## src/core/bhs_pkg.sv

```systemverilog
/*
 * constants shared by the buck fault and hiccup sequencer:
 * register map, field positions, reset values, timing counts, states.
 * assumes a 125 MHz system clock and a 32-bit ahb-lite register bus.
 */
package bhs_pkg;

	////////////////////////////////////////////////////////////////
	// clock and timing
	localparam int MCLK_KHZ       = 125000;
	localparam int EXT_LOSS_NS    = 10000;    // no falling edge this long: clock gone
	localparam int EXT_LOSS_CYC   = (EXT_LOSS_NS * (MCLK_KHZ / 1000)) / 1000;
	localparam int OC_PERSIST     = 512;      // switching cycles of overload allowed
	localparam int OC_HICCUP      = 16384;    // switching cycles off after overload
	localparam int OT_HICCUP      = 32768;    // switching cycles off after overheat
	localparam int TMR_W          = 16;
	localparam int OCC_W          = 10;
	localparam int LOSS_W         = 12;
	localparam int STRAP_SETTLE   = 2;        // cycles after reset before straps read

	////////////////////////////////////////////////////////////////
	// register map, byte addresses
	localparam logic [7:0] ADDR_CTRL    = 8'h00;
	localparam logic [7:0] ADDR_OSC_DIV = 8'h04;
	localparam logic [7:0] ADDR_STATUS  = 8'h08;

	// control fields
	localparam int CTRL_SW_OFF_BIT  = 0;
	localparam int CTRL_FORCE_INT   = 1;
	localparam logic [1:0] CTRL_RST = 2'h0;

	// oscillator divider, mclk cycles per switching cycle (500 kHz)
	localparam logic [15:0] OSC_DIV_RST = 16'h00fa;

	// status fields
	localparam int STAT_STATE_LSB = 0;
	localparam int STAT_EXT_BIT   = 3;
	localparam int STAT_PG_BIT    = 4;
	localparam int STAT_OVP_BIT   = 5;
	localparam int STAT_OT_BIT    = 6;
	localparam int STAT_ADDR_LSB  = 7;

	////////////////////////////////////////////////////////////////
	// sequencer states, gray along off, soft start, run
	typedef enum logic [2:0] {
		ST_OFF     = 3'b000,
		ST_SOFT    = 3'b001,
		ST_RUN     = 3'b011,
		ST_OC_HIC  = 3'b010,
		ST_OT_WAIT = 3'b110,
		ST_OT_HIC  = 3'b111
	} bhs_state_type;

endpackage : bhs_pkg

```

## src/core/bhs_sync2.sv

```systemverilog
/*
 * two flip-flop synchroniser for a bundle of asynchronous levels.
 * assumes each bit is a slow level; no multi-bit coherence is implied.
 */
`timescale 1ns/1ps

module bhs_sync2 #(
	parameter int W = 1
) (
	input  wire logic         i_mclk,
	input  wire logic         i_rstn,
	input  wire logic [W-1:0] i_async,
	output logic      [W-1:0] o_sync
);

	logic [W-1:0] meta_reg;
	logic [W-1:0] meta_next;
	logic [W-1:0] sync_reg;
	logic [W-1:0] sync_next;

	// first stage feeds only the second stage
	always_comb
	begin
		meta_next = i_async;
		sync_next = meta_reg;
		if (!i_rstn)
		begin
			meta_next = '0;
			sync_next = '0;
		end
	end

	always_ff @(posedge i_mclk)
	begin
		meta_reg <= meta_next;
		sync_reg <= sync_next;
	end

	assign o_sync = sync_reg;

endmodule : bhs_sync2

```

## src/core/bhs_sequencer.sv

```systemverilog
/*
 * digital protection and sequencing for a synchronous step-down converter:
 * switching-cycle tick, overcurrent and thermal hiccup, overvoltage block,
 * power-good flag, bootstrap refresh, address straps, ahb-lite registers.
 * assumes analog comparators and pins arrive asynchronously, and that the
 * power stage honours the allow outputs on its own switching edges.
 */
`timescale 1ns/1ps

module bhs_sequencer #(
	parameter int OC_PERSIST_CYC = bhs_pkg::OC_PERSIST,
	parameter int OC_HICCUP_CYC  = bhs_pkg::OC_HICCUP,
	parameter int OT_HICCUP_CYC  = bhs_pkg::OT_HICCUP
) (
	input  wire logic        i_mclk,
	input  wire logic        i_rstn,
	// ahb-lite slave
	input  wire logic        i_hsel,
	input  wire logic [7:0]  i_haddr,
	input  wire logic [1:0]  i_htrans,
	input  wire logic        i_hwrite,
	input  wire logic [2:0]  i_hsize,
	input  wire logic [31:0] i_hwdata,
	input  wire logic        i_hready,
	output logic             o_hreadyout,
	output logic             o_hresp,
	output logic [31:0]      o_hrdata,
	// asynchronous pins and comparators
	input  wire logic        i_en_pulled_low,
	input  wire logic        i_vin_uvlo,
	input  wire logic        i_overcurrent,
	input  wire logic        i_over_temp,
	input  wire logic        i_fb_below_92,
	input  wire logic        i_fb_below_94,
	input  wire logic        i_fb_above_104,
	input  wire logic        i_fb_above_106,
	input  wire logic        i_dropout,
	input  wire logic        i_gate_cap_undervoltage,
	input  wire logic        i_comp_below_start,
	input  wire logic        i_soft_start_done,
	input  wire logic        i_freq_set_sync_pin,
	input  wire logic        i_addr_strap_bit0,
	input  wire logic        i_addr_strap_bit1,
	// power stage and pins
	output logic             o_cycle_start,
	output logic             o_high_side_allow,
	output logic             o_low_side_allow,
	output logic             o_switch_node_pull_low,
	output logic             o_soft_start_run,
	output logic             o_output_ok_flag_o,
	output logic             o_output_ok_flag_oe_n,
	output logic             o_ext_sync_mode,
	output logic [1:0]       o_serial_addr
);

	////////////////////////////////////////////////////////////////
	// synchronised inputs
	localparam int NS = 15;
	logic [NS-1:0] pins_s;
	logic          en_s, uvlo_s, oc_s, ot_s, lt92_s, lt94_s, gt104_s, gt106_s;
	logic          drop_s, gcuv_s, comp_s, ssd_s, clk_s, a0_s, a1_s;

	bhs_sync2 #(
		.W (NS)
	) u_sync (
		.i_mclk  (i_mclk),
		.i_rstn  (i_rstn),
		.i_async ({i_en_pulled_low, i_vin_uvlo, i_overcurrent, i_over_temp,
		           i_fb_below_92, i_fb_below_94, i_fb_above_104, i_fb_above_106,
		           i_dropout, i_gate_cap_undervoltage, i_comp_below_start,
		           i_soft_start_done, i_freq_set_sync_pin,
		           i_addr_strap_bit0, i_addr_strap_bit1}),
		.o_sync  (pins_s)
	);

	assign {en_s, uvlo_s, oc_s, ot_s, lt92_s, lt94_s, gt104_s, gt106_s,
	        drop_s, gcuv_s, comp_s, ssd_s, clk_s, a0_s, a1_s} = pins_s;

	////////////////////////////////////////////////////////////////
	// bus registers
	logic [1:0]  ctrl_reg, ctrl_next;
	logic [15:0] div_reg, div_next;
	logic        wr_pend_reg, wr_pend_next;
	logic [7:0]  wr_addr_reg, wr_addr_next;
	logic [31:0] rdata_reg, rdata_next;
	logic [31:0] status;
	logic        ap_take;

	// a write lands in its data phase; read data are fetched at the
	// address phase so they stand in the data phase with no wait state
	assign ap_take = i_hsel & i_htrans[1] & i_hready;

	always_comb
	begin
		ctrl_next    = ctrl_reg;
		div_next     = div_reg;
		wr_pend_next = ap_take & i_hwrite;
		wr_addr_next = ap_take ? i_haddr : wr_addr_reg;
		rdata_next   = rdata_reg;
		if (wr_pend_reg)
		begin
			if (wr_addr_reg == bhs_pkg::ADDR_CTRL)
				ctrl_next = i_hwdata[1:0];
			if (wr_addr_reg == bhs_pkg::ADDR_OSC_DIV)
				div_next = i_hwdata[15:0];
		end
		if (ap_take && !i_hwrite)
		begin
			unique case (i_haddr)
				bhs_pkg::ADDR_CTRL:    rdata_next = {30'h0000_0000, ctrl_reg};
				bhs_pkg::ADDR_OSC_DIV: rdata_next = {16'h0000, div_reg};
				bhs_pkg::ADDR_STATUS:  rdata_next = status;
				default:               rdata_next = 32'h0000_0000;
			endcase
		end
		if (!i_rstn)
		begin
			ctrl_next    = bhs_pkg::CTRL_RST;
			div_next     = bhs_pkg::OSC_DIV_RST;
			wr_pend_next = 1'b0;
			wr_addr_next = 8'h00;
			rdata_next   = 32'h0000_0000;
		end
	end

	always_ff @(posedge i_mclk)
	begin
		ctrl_reg    <= ctrl_next;
		div_reg     <= div_next;
		wr_pend_reg <= wr_pend_next;
		wr_addr_reg <= wr_addr_next;
		rdata_reg   <= rdata_next;
	end

	assign o_hreadyout = 1'b1;    // never stalls
	assign o_hresp     = 1'b0;    // always okay, unmapped reads zero
	assign o_hrdata    = rdata_reg;

	////////////////////////////////////////////////////////////////
	// switching-cycle tick: external falling edge or internal divider
	logic                    clk_d_reg, clk_d_next;
	logic                    ext_reg, ext_next;
	logic [bhs_pkg::LOSS_W-1:0] loss_reg, loss_next;
	logic [15:0]             osc_reg, osc_next;
	logic                    fall, tick;

	assign fall = clk_d_reg & ~clk_s;
	// a lost external clock drops back to the internal oscillator
	assign tick = (ext_reg & ~ctrl_reg[bhs_pkg::CTRL_FORCE_INT]) ? fall
	            : (osc_reg == div_reg - 16'h0001);

	always_comb
	begin
		clk_d_next = clk_s;
		osc_next   = (osc_reg >= div_reg - 16'h0001) ? 16'h0000 : osc_reg + 16'h0001;
		ext_next   = ext_reg;
		loss_next  = loss_reg;
		if (fall)
		begin
			ext_next  = 1'b1;
			loss_next = '0;
		end
		else if (loss_reg == bhs_pkg::LOSS_W'(bhs_pkg::EXT_LOSS_CYC))
			ext_next = 1'b0;
		else
			loss_next = loss_reg + bhs_pkg::LOSS_W'(1);
		if (!i_rstn)
		begin
			clk_d_next = 1'b0;
			osc_next   = 16'h0000;
			ext_next   = 1'b0;
			loss_next  = '0;
		end
	end

	always_ff @(posedge i_mclk)
	begin
		clk_d_reg <= clk_d_next;
		osc_reg   <= osc_next;
		ext_reg   <= ext_next;
		loss_reg  <= loss_next;
	end

	////////////////////////////////////////////////////////////////
	// address straps, caught once the synchroniser has settled
	logic [1:0] strap_cnt_reg, strap_cnt_next;
	logic [1:0] addr_reg, addr_next;

	always_comb
	begin
		strap_cnt_next = strap_cnt_reg;
		addr_next      = addr_reg;
		// counter parks one past the capture point, so the straps are read once
		if (strap_cnt_reg != 2'(bhs_pkg::STRAP_SETTLE + 1))
			strap_cnt_next = strap_cnt_reg + 2'h1;
		if (strap_cnt_reg == 2'(bhs_pkg::STRAP_SETTLE))
			addr_next = {a1_s, a0_s};    // pull-up makes a float read one
		if (!i_rstn)
		begin
			strap_cnt_next = 2'h0;
			addr_next      = 2'h0;
		end
	end

	always_ff @(posedge i_mclk)
	begin
		strap_cnt_reg <= strap_cnt_next;
		addr_reg      <= addr_next;
	end

	////////////////////////////////////////////////////////////////
	// sequencer: soft start, run, overcurrent and thermal hiccup
	bhs_pkg::bhs_state_type        state_reg, state_next;
	logic [bhs_pkg::TMR_W-1:0]     tmr_reg, tmr_next;
	logic [bhs_pkg::OCC_W-1:0]     occ_reg, occ_next;
	logic                          ocs_reg, ocs_next;
	logic                          ovp_reg, ovp_next;
	logic                          seq_rst, oc_hit, active;

	// undriven enable floats high by the pull-up, so only a pull low stops;
	// held off until the synchroniser has flushed, else a pulled-low enable
	// reads as enabled for two cycles after reset and slips a start through
	assign seq_rst = ~i_rstn | en_s | uvlo_s
	               | (strap_cnt_reg < 2'(bhs_pkg::STRAP_SETTLE))
	               | ctrl_reg[bhs_pkg::CTRL_SW_OFF_BIT];
	assign oc_hit  = ocs_reg | oc_s;
	assign active  = (state_reg == bhs_pkg::ST_SOFT) | (state_reg == bhs_pkg::ST_RUN);

	always_comb
	begin
		state_next = state_reg;
		tmr_next   = tmr_reg;
		occ_next   = occ_reg;
		ocs_next   = tick ? 1'b0 : oc_hit;    // overload seen in this cycle
		// set wins over clear while the comparator still reads high
		ovp_next   = gt106_s | (ovp_reg & gt104_s);
		unique case (state_reg)
			bhs_pkg::ST_OFF:
				state_next = bhs_pkg::ST_SOFT;
			bhs_pkg::ST_SOFT, bhs_pkg::ST_RUN:
			begin
				if (state_reg == bhs_pkg::ST_SOFT && ssd_s)
					state_next = bhs_pkg::ST_RUN;
				if (ot_s)
					state_next = bhs_pkg::ST_OT_WAIT;
				else if (tick && !oc_hit)
					occ_next = '0;
				else if (tick && occ_reg == bhs_pkg::OCC_W'(OC_PERSIST_CYC))
				begin
					state_next = bhs_pkg::ST_OC_HIC;
					tmr_next   = '0;
					occ_next   = '0;
				end
				else if (tick)
					occ_next = occ_reg + bhs_pkg::OCC_W'(1);
			end
			bhs_pkg::ST_OC_HIC:
			begin
				if (ot_s)
					state_next = bhs_pkg::ST_OT_WAIT;
				else if (tick && tmr_reg == bhs_pkg::TMR_W'(OC_HICCUP_CYC - 1))
					state_next = bhs_pkg::ST_SOFT;
				else if (tick)
					tmr_next = tmr_reg + bhs_pkg::TMR_W'(1);
			end
			bhs_pkg::ST_OT_WAIT:
			begin
				tmr_next = '0;
				if (!ot_s)
					state_next = bhs_pkg::ST_OT_HIC;
			end
			bhs_pkg::ST_OT_HIC:
			begin
				if (ot_s)
					state_next = bhs_pkg::ST_OT_WAIT;
				else if (tick && tmr_reg == bhs_pkg::TMR_W'(OT_HICCUP_CYC - 1))
					state_next = bhs_pkg::ST_SOFT;
				else if (tick)
					tmr_next = tmr_reg + bhs_pkg::TMR_W'(1);
			end
			default:
				state_next = bhs_pkg::ST_OFF;
		endcase
		if (seq_rst)
		begin
			state_next = bhs_pkg::ST_OFF;
			tmr_next   = '0;
			occ_next   = '0;
			ocs_next   = 1'b0;
			ovp_next   = 1'b0;
		end
	end

	always_ff @(posedge i_mclk)
	begin
		state_reg <= state_next;
		tmr_reg   <= tmr_next;
		occ_reg   <= occ_next;
		ocs_reg   <= ocs_next;
		ovp_reg   <= ovp_next;
	end

	////////////////////////////////////////////////////////////////
	// power-good window and registered drive outputs
	logic pg_win_reg, pg_win_next;
	logic pg_reg, pg_next;
	logic cyc_reg, cyc_next, hs_reg, hs_next, ls_reg, ls_next;
	logic pl_reg, pl_next, ss_reg, ss_next;
	logic pulse_ok;

	// pulses are suppressed while compensation sits below its threshold
	assign pulse_ok = active & ~comp_s;

	always_comb
	begin
		pg_win_next = pg_win_reg;
		if (lt92_s | gt106_s)
			pg_win_next = 1'b0;
		else if (!lt94_s && !gt104_s)
			pg_win_next = 1'b1;
		// soft start counts as not good even if the window is met
		pg_next  = pg_win_reg & (state_reg == bhs_pkg::ST_RUN) & ~ot_s
		         & ~drop_s & ~ovp_reg & ~seq_rst;
		cyc_next = tick & pulse_ok;
		// full duty is legal; only a low bootstrap, overvoltage or low compensation breaks it
		hs_next  = pulse_ok & ~ovp_reg & ~gcuv_s;
		ls_next  = active;
		pl_next  = active & gcuv_s;
		ss_next  = active;    // low discharges the ramp for a fresh start
		if (!i_rstn)
		begin
			pg_win_next = 1'b0;
			pg_next     = 1'b0;
			cyc_next    = 1'b0;
			hs_next     = 1'b0;
			ls_next     = 1'b0;
			pl_next     = 1'b0;
			ss_next     = 1'b0;
		end
	end

	always_ff @(posedge i_mclk)
	begin
		pg_win_reg <= pg_win_next;
		pg_reg     <= pg_next;
		cyc_reg    <= cyc_next;
		hs_reg     <= hs_next;
		ls_reg     <= ls_next;
		pl_reg     <= pl_next;
		ss_reg     <= ss_next;
	end

	assign o_cycle_start          = cyc_reg;
	assign o_high_side_allow      = hs_reg;
	assign o_low_side_allow       = ls_reg;
	assign o_switch_node_pull_low = pl_reg;
	assign o_soft_start_run       = ss_reg;
	assign o_output_ok_flag_o     = 1'b0;      // open drain only pulls low
	assign o_output_ok_flag_oe_n  = pg_reg;    // released when good
	assign o_ext_sync_mode        = ext_reg;
	assign o_serial_addr          = addr_reg;

	// status word for software
	always_comb
	begin
		status = 32'h0000_0000;
		status[bhs_pkg::STAT_STATE_LSB +: 3] = state_reg;
		status[bhs_pkg::STAT_EXT_BIT]        = ext_reg;
		status[bhs_pkg::STAT_PG_BIT]         = pg_reg;
		status[bhs_pkg::STAT_OVP_BIT]        = ovp_reg;
		status[bhs_pkg::STAT_OT_BIT]         = ot_s;
		status[bhs_pkg::STAT_ADDR_LSB +: 2]  = addr_reg;
	end

endmodule : bhs_sequencer

```

## config.mk

```make
export PLATFORM = sky130hd
export DESIGN_NAME = bhs_sequencer
export DESIGN_NICKNAME = d
export VERILOG_FILES = /design/src/core/bhs_pkg.sv /design/src/core/bhs_sync2.sv /design/src/core/bhs_sequencer.sv
export SDC_FILE = /design/constraint.sdc
export NUM_CORES = 1
export LEC_CHECK = 0
export BUFFER_PORTS_ARGS = -buffer_cell sky130_fd_sc_hd__buf_2
export CAP_MARGIN = 15
export CORE_MARGIN = 4
export CORE_UTILIZATION = 61
export CTS_CLUSTER_SIZE = 20
export DETAILED_ROUTE_END_ITERATION = 10
export PLACE_DENSITY = 0.85
export SYNTH_ARGS = -nofsm -noshare
export SYNTH_HDL_FRONTEND = slang
export SYNTH_SLANG_ARGS = --single-unit
```

## constraint.sdc

```tcl
create_clock -name i_mclk -period 4.75 [get_ports i_mclk]
set_input_delay 0.475 -clock i_mclk [delete_from_list [all_inputs] [get_ports i_mclk]]
set_output_delay 0.475 -clock i_mclk [all_outputs]
set_load 0.05 [all_outputs]
```

# Word-level counts from Yosys, hierarchy flattened
# Index checks and enable logic that the tools add are counted.
# op_classes
muxes,26
bitwise,33
eq_ne,25
addsub,6
reduce_logical,27
magnitude_cmp,2
# ops
operator,n
16-bit 2-to-1 mux,8
16-bit one-hot mux with 4 select lines,1
16-bit one-hot mux with 3 select lines,1
"16-bit by 1-bit adder with 16-bit output, second input constant",2
10-bit 2-to-1 mux,3
3-bit 2-to-1 mux,9
"2-bit inequality test, second input constant",9
1-bit AND,16
"16-bit by 14-bit equality test with 1-bit output, second input constant",1
"16-bit by 15-bit equality test with 1-bit output, second input constant",1
16-bit equality test,1
"8-bit by 3-bit equality test with 1-bit output, second input constant",2
16-bit greater-or-equal comparator,1
8-bit logical NOT,2
"16-bit by 1-bit subtractor with 16-bit output, second input constant",1
3-bit one-hot mux with 5 select lines,1
"12-bit by 1-bit adder with 12-bit output, second input constant",1
"12-bit by 11-bit equality test with 1-bit output, second input constant",1
"10-bit by 1-bit adder with 10-bit output, second input constant",1
"10-bit equality test, second input constant",1
2-bit OR reduction,5
1-bit NOT,9
"8-bit by 4-bit equality test with 1-bit output, second input constant",1
1-bit OR,8
other kinds (17),33
# totals
output_inout_bits,44
ff_bits,160

# Depth between registers and ports, before layout
# Gate-level depths: netlist (run 1).
# depth
word_depth,8
ltp_mapped,15
mapped_depth_nobuf,13

# Modules after synthesis
# From an unflattened synthesis (run 1), not the netlist that was laid out.
# unflattened
hier_cells,758
hier_area_um2,6713.9
# modules_own_cells
mod,cells_each,area_per_inst_um2,seq_area_each_um2,instances
bhs_sequencer,695,5901.9,2282.2,1
bhs_sync2,63,812.0,600.6,1

# Least setup slack after synthesis (run 1)
# OpenSTA, ideal clock, no wires.
# synth_timing
path_kind,reg2reg
startpoint,reg div_reg[2]
endpoint,reg tmr_reg[11] (netlist bit)
synth_period_minus_slack_ps,3132
setup_slack_ps,1618
t_required_ps,4635
arrival_time_ps,3018
stages_incl_launch_ff,13
path_cell_list,dfxtp_1 -> nor4_1 -> nand3_1 -> nor4_1 -> xnor2_1 -> ha_1 -> nand4_1 -> nor2_1 -> a21o_2 -> nand3_2 -> a2111oi_4 -> a21oi_1 -> o21a_1
# synth_between
elab_chain_cells,7
elab_cells_between_ends,18
# synth_lines
element,line,source
start: declaration,bhs_sequencer.sv:82,"logic [15:0] div_reg, div_next;"
start signal: assignment,bhs_sequencer.sv:129,div_reg <= div_next;
16-bit by 1-bit subtractor with 16-bit output *,bhs_sequencer.sv:150,: (osc_reg == div_reg - 16'h0001);
16-bit equality test *,bhs_sequencer.sv:150,
1-bit 2-to-1 mux *,bhs_sequencer.sv:149,assign tick = (ext_reg & ~ctrl_reg[bhs_pkg::CTRL_FORCE_INT]) ? fall
16-bit 2-to-1 mux,--,
"16-bit 2-to-1 mux, on equally long branches (2 in series)",--,
16-bit one-hot mux with 4 select lines,--,
end signal: assignment,bhs_sequencer.sv:297,tmr_reg <= tmr_next;
end: declaration,bhs_sequencer.sv:214,"logic [bhs_pkg::TMR_W-1:0] tmr_reg, tmr_next;"
# Every way passes the cells marked *; elsewhere a longest branch is shown, timed or not. The select of a mux whose other input is x is not followed.
# A chain may end at the register's enable or synchronous reset.

# Final worst setup path (run 1)
# layout_timing
startpoint,reg div_reg[2]
endpoint,reg occ_reg[7] (netlist bit)
# layout_between
elab_chain_cells,6
elab_cells_between_ends,9
# layout_lines
element,line,source
16-bit by 1-bit subtractor with 16-bit output *,bhs_sequencer.sv:150,
16-bit equality test *,bhs_sequencer.sv:150,
1-bit 2-to-1 mux *,bhs_sequencer.sv:149,
"1-bit logical AND, on equally long branches","bhs_sequencer.sv:246, bhs_sequencer.sv:248",
3-bit nonzero test (no line) / 10-bit 2-to-1 mux (equally long branches),--,
3-bit AND reduction (no line) / 10-bit 2-to-1 mux (equally long branches),--,
end signal: assignment,bhs_sequencer.sv:298,occ_reg <= occ_next;
end: declaration,bhs_sequencer.sv:215,"logic [bhs_pkg::OCC_W-1:0] occ_reg, occ_next;"
# Every way passes the cells marked *; elsewhere a longest branch is shown, timed or not.

==> results of run 1 <==
[cell families after synthesis]
kind of cell	after synthesis	synth area share, %
xor gates and xnor gates	42	5.47
DFF	144	42.9
and+or+nand+nor	342	27.0
buffers and inverters	66	5.25
muxes	30	4.49
adders and majority gates	25	4.65
AOI/OAI and AO/OA	98	10.1
other	2	0.112
[placed cells by master (no fill, tap or decap), types with 3 or more instances in the layout]
master / n
a21o_1: 5
nand3_1: 26
clkbuf_16: 16
nor4_1: 9
nor4b_1: 5
buf_2: 69
a21boi_0: 10
or4_1: 3
and3_1: 14
nor2_1: 62
nor3b_1: 3
o211ai_1: 4
and2_1: 47
inv_8: 4
or3_1: 5
nand4_1: 19
dfxtp_1: 144
nor3_1: 12
inv_1: 19
conb_1: 19
o21ai_0: 22
ha_1: 25
o21a_1: 5
xor2_1: 21
nand2_1: 80
xnor2_1: 21
nand2b_1: 13
a21oi_1: 19
nor2b_1: 30
a22oi_1: 14
mux2i_1: 29
inv_6: 4
[metal layers]
layer  GRT usage, %  vias up  part of all wire [%]
met2           41.4      158                    49
li1               -     2657                     -
met1           27.3     2573                    43
met3           6.04       37                   5.3
met4           9.86        0                   2.6
met5              0        -                     0
[power by group through the flow]
stage               registers (mW)  logic [mW]  clock network [mW]
floorplan                     1.28       0.138                   0
global placement              1.28       0.160                   0
detailed placement            1.28       0.169                   0
CTS                           1.26       0.171                1.34
global route                  1.26       0.189                1.39
finish                        1.26       0.172                1.32
[through the flow]
step	hold WS, ps	cell area [sq um]	power (mW)	util, %	setup slack, ps
2_1_floorplan	376	6780	1.42	-	1620
3_3_place_gp	382	7030	1.44	65.1	914
3_5_place_dp	398	7040	1.45	65.2	1040
4_1_cts	126	7630	2.77	70.7	955
5_1_grt	136	7630	2.83	70.7	456
6_report	147	7630	2.75	70.7	931
[how the worst max path moves through the flow]
stage,from,depth (start not counted),slack (ps),to
after floorplan,div_reg[2],12,1620,tmr_reg[11]
after global placement,div_reg[2],12,910,tmr_reg[5]
after detailed placement,div_reg[2],12,1040,occ_reg[7]
after CTS,div_reg[2],12,950,occ_reg[7]
after global routing,div_reg[2],12,460,occ_reg[9]
final,div_reg[2],12,930,occ_reg[7]
[layout make-up]
type	count	area, sq um
clock buffer	17	414
timing repair buffer	71	364
sequential	144	2880
clock inverter	14	173
multi-input combinational	556	3550
tap	140	175
fill	744	3160
inverter	19	71.3
[worst reg2reg max path, stage by stage, from the launching register on]
cell,delay [ps]
dfxtp_1,370
nor4_1,550
nand3_1,230
nor4_1,290
xnor2_1,130
ha_1,320
nand4_1,120
nor2_1,310
a21o_2,280
and2_1,380
nand3_1,240
or3_1,400
a21oi_1,140
==> impl_results.md, run 1 <==
* Status: completed
* Peak supply drop at 0.297 mV
* Setup Skew at 10.4 ps
* Worst Reg2Reg Path Length in Cells at 12
* # H-tree levels at 4
* Worst skew pair latency at 540 ps
* Max-slew headroom at 30.0%
* Post-synth top area share at 42.9%
* RR Startpoint: div_reg[2]
* Delay-heaviest family, CP: simple AND/OR/NAND/NOR gates
* Fin crit share at 80.4%
* Final min period at 3820 ps
* Gate power share at 6.2%
* Sink Count at 144
* Vias/cell at 5.65
* Leak at 3.16 nW
* CTS Buf Count at 17
* Die H at 113 um
* Seq/Total Area, Yosys at 42.9%
* Post-route setup TNS at 0 ps
* GRT overflow at 0
* Clk root buf: clkbuf_8
* Post-synthesis cell count at 749
* Area growth, synth to finish at 13.5%
* CTS Buffer Depth at 2
* Setup Crit Path Kind: register to register
* Initial Util at 62.3%
* CP max stage delay at 550 ps
* Slew @ Worst Pin at 1050 ps
* Hold worst-path end: u_sync.meta_reg[13]
* Synth area leaders: dfxtp_1 (43%), ha_1 (4.7%), nand2_1 (4.5%)
* Number of setup buffers added after CTS at 0
* Layout cells sized above 1 at 14.0%
* Core Footprint at 0.0108 sq mm
* Data required time at the worst endpoint at 5210 ps
* Post-synth EDFFs at 0
* Cell Pwr Density at 361 mW/mm^2
* Hold depth at 2
* Post-Syn Area at 0.00672 sq mm
* Sw frac at 25.1%
* Max-cap violation count at 0
* Largest net degree at the start of global routing at 86
* Critical Path AT at 4280 ps
* Die Area at 0.0128 sq mm
* Max Slew Vio Count at 0
* CP cell instances: nor4_1 > nand3_1 > nor4_1 > xnor2_1 > ha_1 > nand4_1 > nor2_1 > a21o_2 > and2_1 > nand3_1 > or3_1 > a21oi_1
* Startpoint class of the critical path: register
* Post-synth ARST share at 0%
* Vias in the first global route at 5534
* Total track usage at 23.6%
* FF-to-FF setup slack at 930 ps
* Main synth FF type: dfxtp_1
* Post-DP HPWL at 10.0 mm
* Most common cell in the netlist: dfxtp_1
* CTS tree: yes
* Yosys Warn Count at 0
* DRC at 0
* CTS Hold Bufs at 0
* Net count, final at 899
* Iteration-0 DRC count of the detailed router at 400
* Final Hold Fails at 0
* Switch Pwr at 0.692 mW
* Sequential share of power at 45.6%
* RSZ-0062 raised after global routing: no
* Port buffer count at 69
* Clock Power Share at 48.1%
* HP Class: input pin to register
* Site Rows at 38
* Clk slew on worst S/H paths at 60 ps
* Flops & latches, synth at 144
* Worst Setup End Kind: register
* Routed via count at 5425
* Gpl congestion at 0.842
* Initial antenna violation count at 0
* Routed wire per std cell at 15.2 um
* Worst path slowest cell: nor4_1
* Post-route ant nets at 0
* N_diodes at 0
* Post-synth top cells: dfxtp_1 (144), nand2_1 (80), nor2_1 (62), and2_1 (47), nor2b_1 (30)
* DRT Pass-1 Iters at 6
* Worst-path fanout max at 11
* F_max at 262 MHz
* Worst path bufs/invs at 0
* Reg2reg end: occ_reg[7]
* Final Non-Filler Cells at 961
* Final setup fails at 0
* Netlist cell types at 59
* First-pass GRT wire length at 24.8 mm
* Placed cells at 930
* Area leader, netlist: dfxtp_1
* Syn_area_per_cell at 8.97 sq um
* Hold Crit Start: i_vin_uvlo
* Final WL at 14.7 mm
* I/O Pins at 109
* Post-CTS sizing at 0
* Pint at 2.06 mW
* Chip width at 113 um
No activity file was read; power rests on OpenSTA's default activity.
==> inputs of run 2 (changes only) <==
Settings changed: ABC_AREA from default to 1, CORE_UTILIZATION 61 to 57, PLACE_DENSITY 0.85 to 0.8.
Clock period 4.75 ns to 3.6 ns, I/O delays scaled along.
==> run 2 against run 1 <==
Worst setup slack worse by 700 ps. Sequential share of layout area is 2.0 points lower. Routed wire length is 1.4% higher. Via count is 11% higher. Die area is 9.6% higher. Non-clock buffer count is 13 higher. Clock power is 39% higher. Critical path type unchanged.
==> impl_results.md, run 2 <==
* Vias/cell at 5.14
* Post-synth top area share at 41.6%
* Clk slew on worst S/H paths at 60 ps
* Reg area at 0.00288 sq mm
* Post-synthesis adder-cell area fraction at 4.52%
* Total track usage at 21.5%
* Max Slew Vio Count at 0
* Critical Path AT at 3630 ps
* Data required time at the worst endpoint at 3870 ps
* Worst path bufs/invs at 1
* Final instance area at 0.00805 sq mm
* HP Class: input pin to register
* Worst Setup End Kind: register
* First-pass GRT wire length at 24.9 mm
* Fin crit share at 93.5%
* Hold Crit Start: i_addr_strap_bit1
* Crit path to: tmr_reg[8]
* Most common cell in the netlist: nand2_1
* N_diodes at 0
* Post-synth EDFFs at 0
* CP max stage delay at 320 ps
* CP cell instances: inv_2 > nand3_2 > nor3_4 > nand2_2 > nor3_2 > nand2_2 > nor2_1 > nand3b_1 > xor2_1 > ha_1 > nand2_2 > nor2_4 > nand3_2 > o21bai_4 > nand2_1 > nand2_1 > nand2_2 > nor2_4 > nand2_2 > nand2_1 > a21oi_1
* F_max at 297 MHz
* RR Startpoint: div_reg[2]
* Syn_area_per_cell at 7.44 sq um
* Post-DP HPWL at 10.4 mm
* Die Area at 0.0140 sq mm
* Slew @ Worst Pin at 797 ps
* Worst-path fanout max at 8
* Synth area leaders: dfxtp_1 (42%), nand2_1 (9.3%), inv_1 (6.2%)
* Site Rows at 40
* Max-cap violation count at 0
* DRT Pass-1 Iters at 5
* Final min period at 3370 ps
* Initial Util at 57.9%
* Post-Syn Area at 0.00693 sq mm
* Gpl congestion at 0.867
* Largest net degree at the start of global routing at 64
* I/O Pins at 109
* Mux cell area share after synthesis at 0%
* Core Footprint at 0.0120 sq mm
* Placed Area at 0.00734 sq mm
* Synth Area in Compound Gates at 11.6%
* DRC at 0
* Worst setup startpoint: div_reg[2]
* Iteration-0 DRC count of the detailed router at 318
* Sink Count at 144
* Flops & latches, synth at 144
* Clk root buf: clkbuf_16
* Commonest non-fill, non-tap cells in the layout: nand2_1 (169), dfxtp_1 (144), inv_1 (113)
* Worst path depth at 21
* Leak at 3.50 nW
* Post-synth ARST share at 0%
* Area of the multi-input gates at 0.00341 sq mm
* FF-to-FF setup slack at 230 ps
* Setup Crit Path Kind: register to register
* GRT overflow at 0
* Chip width at 118 um
* Routed via count at 6008
* Main synth FF type: dfxtp_1
* Seq/Total Area, Yosys at 41.6%
* Post-route ant nets at 0
* CTS Buf Count at 17
* Port buffer count at 69
* Netlist cell types at 44
* Largest family of logic cells by synthesized area: simple AND/OR/NAND/NOR gates
* Startpoint class of the critical path: register
* Cell Pwr Density at 471 mW/mm^2
* CTS Buffer Depth at 2
* # H-tree levels at 4
* Layout fillers at 979
* Worst Reg2Reg Path Length in Cells at 21
* Layout cells sized above 1 at 16.5%
* Net count, final at 1099
* Reg2reg end: tmr_reg[8]
* Post-Synth XOR/XNOR Area at 4.17%
* Delay-heaviest family, CP: simple AND/OR/NAND/NOR gates
* Post-synthesis cell count at 931
* CTS tree: yes
* Peak supply drop at 0.645 mV
* Setup ws final at 233 ps
* Final Hold Fails at 0
* Die H at 118 um
* Worst skew pair latency at 420 ps
* Max-slew headroom at 46.8%
* Leading cell type in the layout, fill and taps excluded: nand2_1
* CP most frequent cell: nand2_2
* Final setup fails at 0
* CTS Hold Bufs at 0
* Status: completed
* Simple-Gate Fraction of Synth Area at 27.3%
* Setup Skew at 11.9 ps
* Yosys Warn Count at 0
* Final WL at 14.9 mm
* Area growth, synth to finish at 16.1%
* Area leader, netlist: dfxtp_1
* Worst path slowest cell: dfxtp_1
* Vias in the first global route at 5437
* Post-synth top cells: nand2_1 (171), dfxtp_1 (144), inv_1 (115), nor2_1 (105), a21oi_1 (76)
* Post-Place Setup Slack at 172 ps
* Initial antenna violation count at 0
* Routed wire per std cell at 12.7 um
-- run 2: how the worst min path moves through the flow --
stage / to / slack [ps] / cells after the start
final: u_sync.meta_reg[0] / 120 / 3
after global routing: u_sync.meta_reg[3] / 120 / 3
after CTS: u_sync.meta_reg[0] / 100 / 3
after detailed placement: pg_win_reg / 380 / 1
after global placement: pg_win_reg / 380 / 1
after floorplan: pg_win_reg / 370 / 1
-- run 2: worst reg2reg max path, delay by kind of cell (launching register included) --
family                   cells  cell delay, ps
AND/OR/NAND/NOR             16            2060
AO/OA/AOI/OAI                2             290
XOR/XNOR                     1             150
adder cells (fa/ha/maj)      1             310
buffers and inverters        1              90
flip-flops                   1             320
-- run 2: power by group --
| part | internal, mW | switching (mW) | total (mW) |
|---|---|---|---|
| Clock | 1.15 | 0.699 | 1.84 |
| Sequential | 1.63 | 0.0231 | 1.66 |
| Combinational | 0.0820 | 0.203 | 0.285 |
-- run 2: metal layers --
layer,global-route usage (%),share of wire (%),up-vias
met5,0,0,-
met2,35.3,49,142
li1,-,-,3129
met4,9.01,2.6,0
met3,5.60,4.6,32
met1,26.8,44,2705
-- run 2: timing repair --
item                                    CTS  global route
endpoints found under the setup margin    0            22
resized for setup                         0            14
buffers inserted                          0             3
-- run 2: stage by stage --
| step | std cells | util (%) | TNS [ps] | hold slack (ps) | power [mW] |
|---|---|---|---|---|---|
| after floorplan | 948 | - | 0 | 374 | 1.91 |
| after global placement | 1133 | 61.4 | 0 | 381 | 1.96 |
| after detailed placement | 1133 | 61.4 | 0 | 382 | 1.96 |
| after CTS | 1165 | 66.6 | 0 | 103 | 3.80 |
| after global routing | 1169 | 67.3 | -404 | 116 | 3.93 |
| final | 1169 | 67.3 | 0 | 120 | 3.79 |
-- run 2: layout make-up --
cell class	count	area share, %
Multi-Input combinational cell	638	42.4
Sequential cell	144	35.8
Timing Repair Buffer	84	5.92
Inverter	124	5.78
Clock buffer	20	5.68
Tap cell	147	2.29
Clock inverter	12	2.15
-- run 2: cells by family (layout without fill, tap and decap cells) --
family                   count (synthesis)  after routing
flip-flops                             144            144
other                                    2             19
XOR/XNOR                                33             33
adder cells (fa/ha/maj)                 25             25
buffers and inverters                  167            240
AND/OR/NAND/NOR                        417            418
AO/OA/AOI/OAI                          143            143
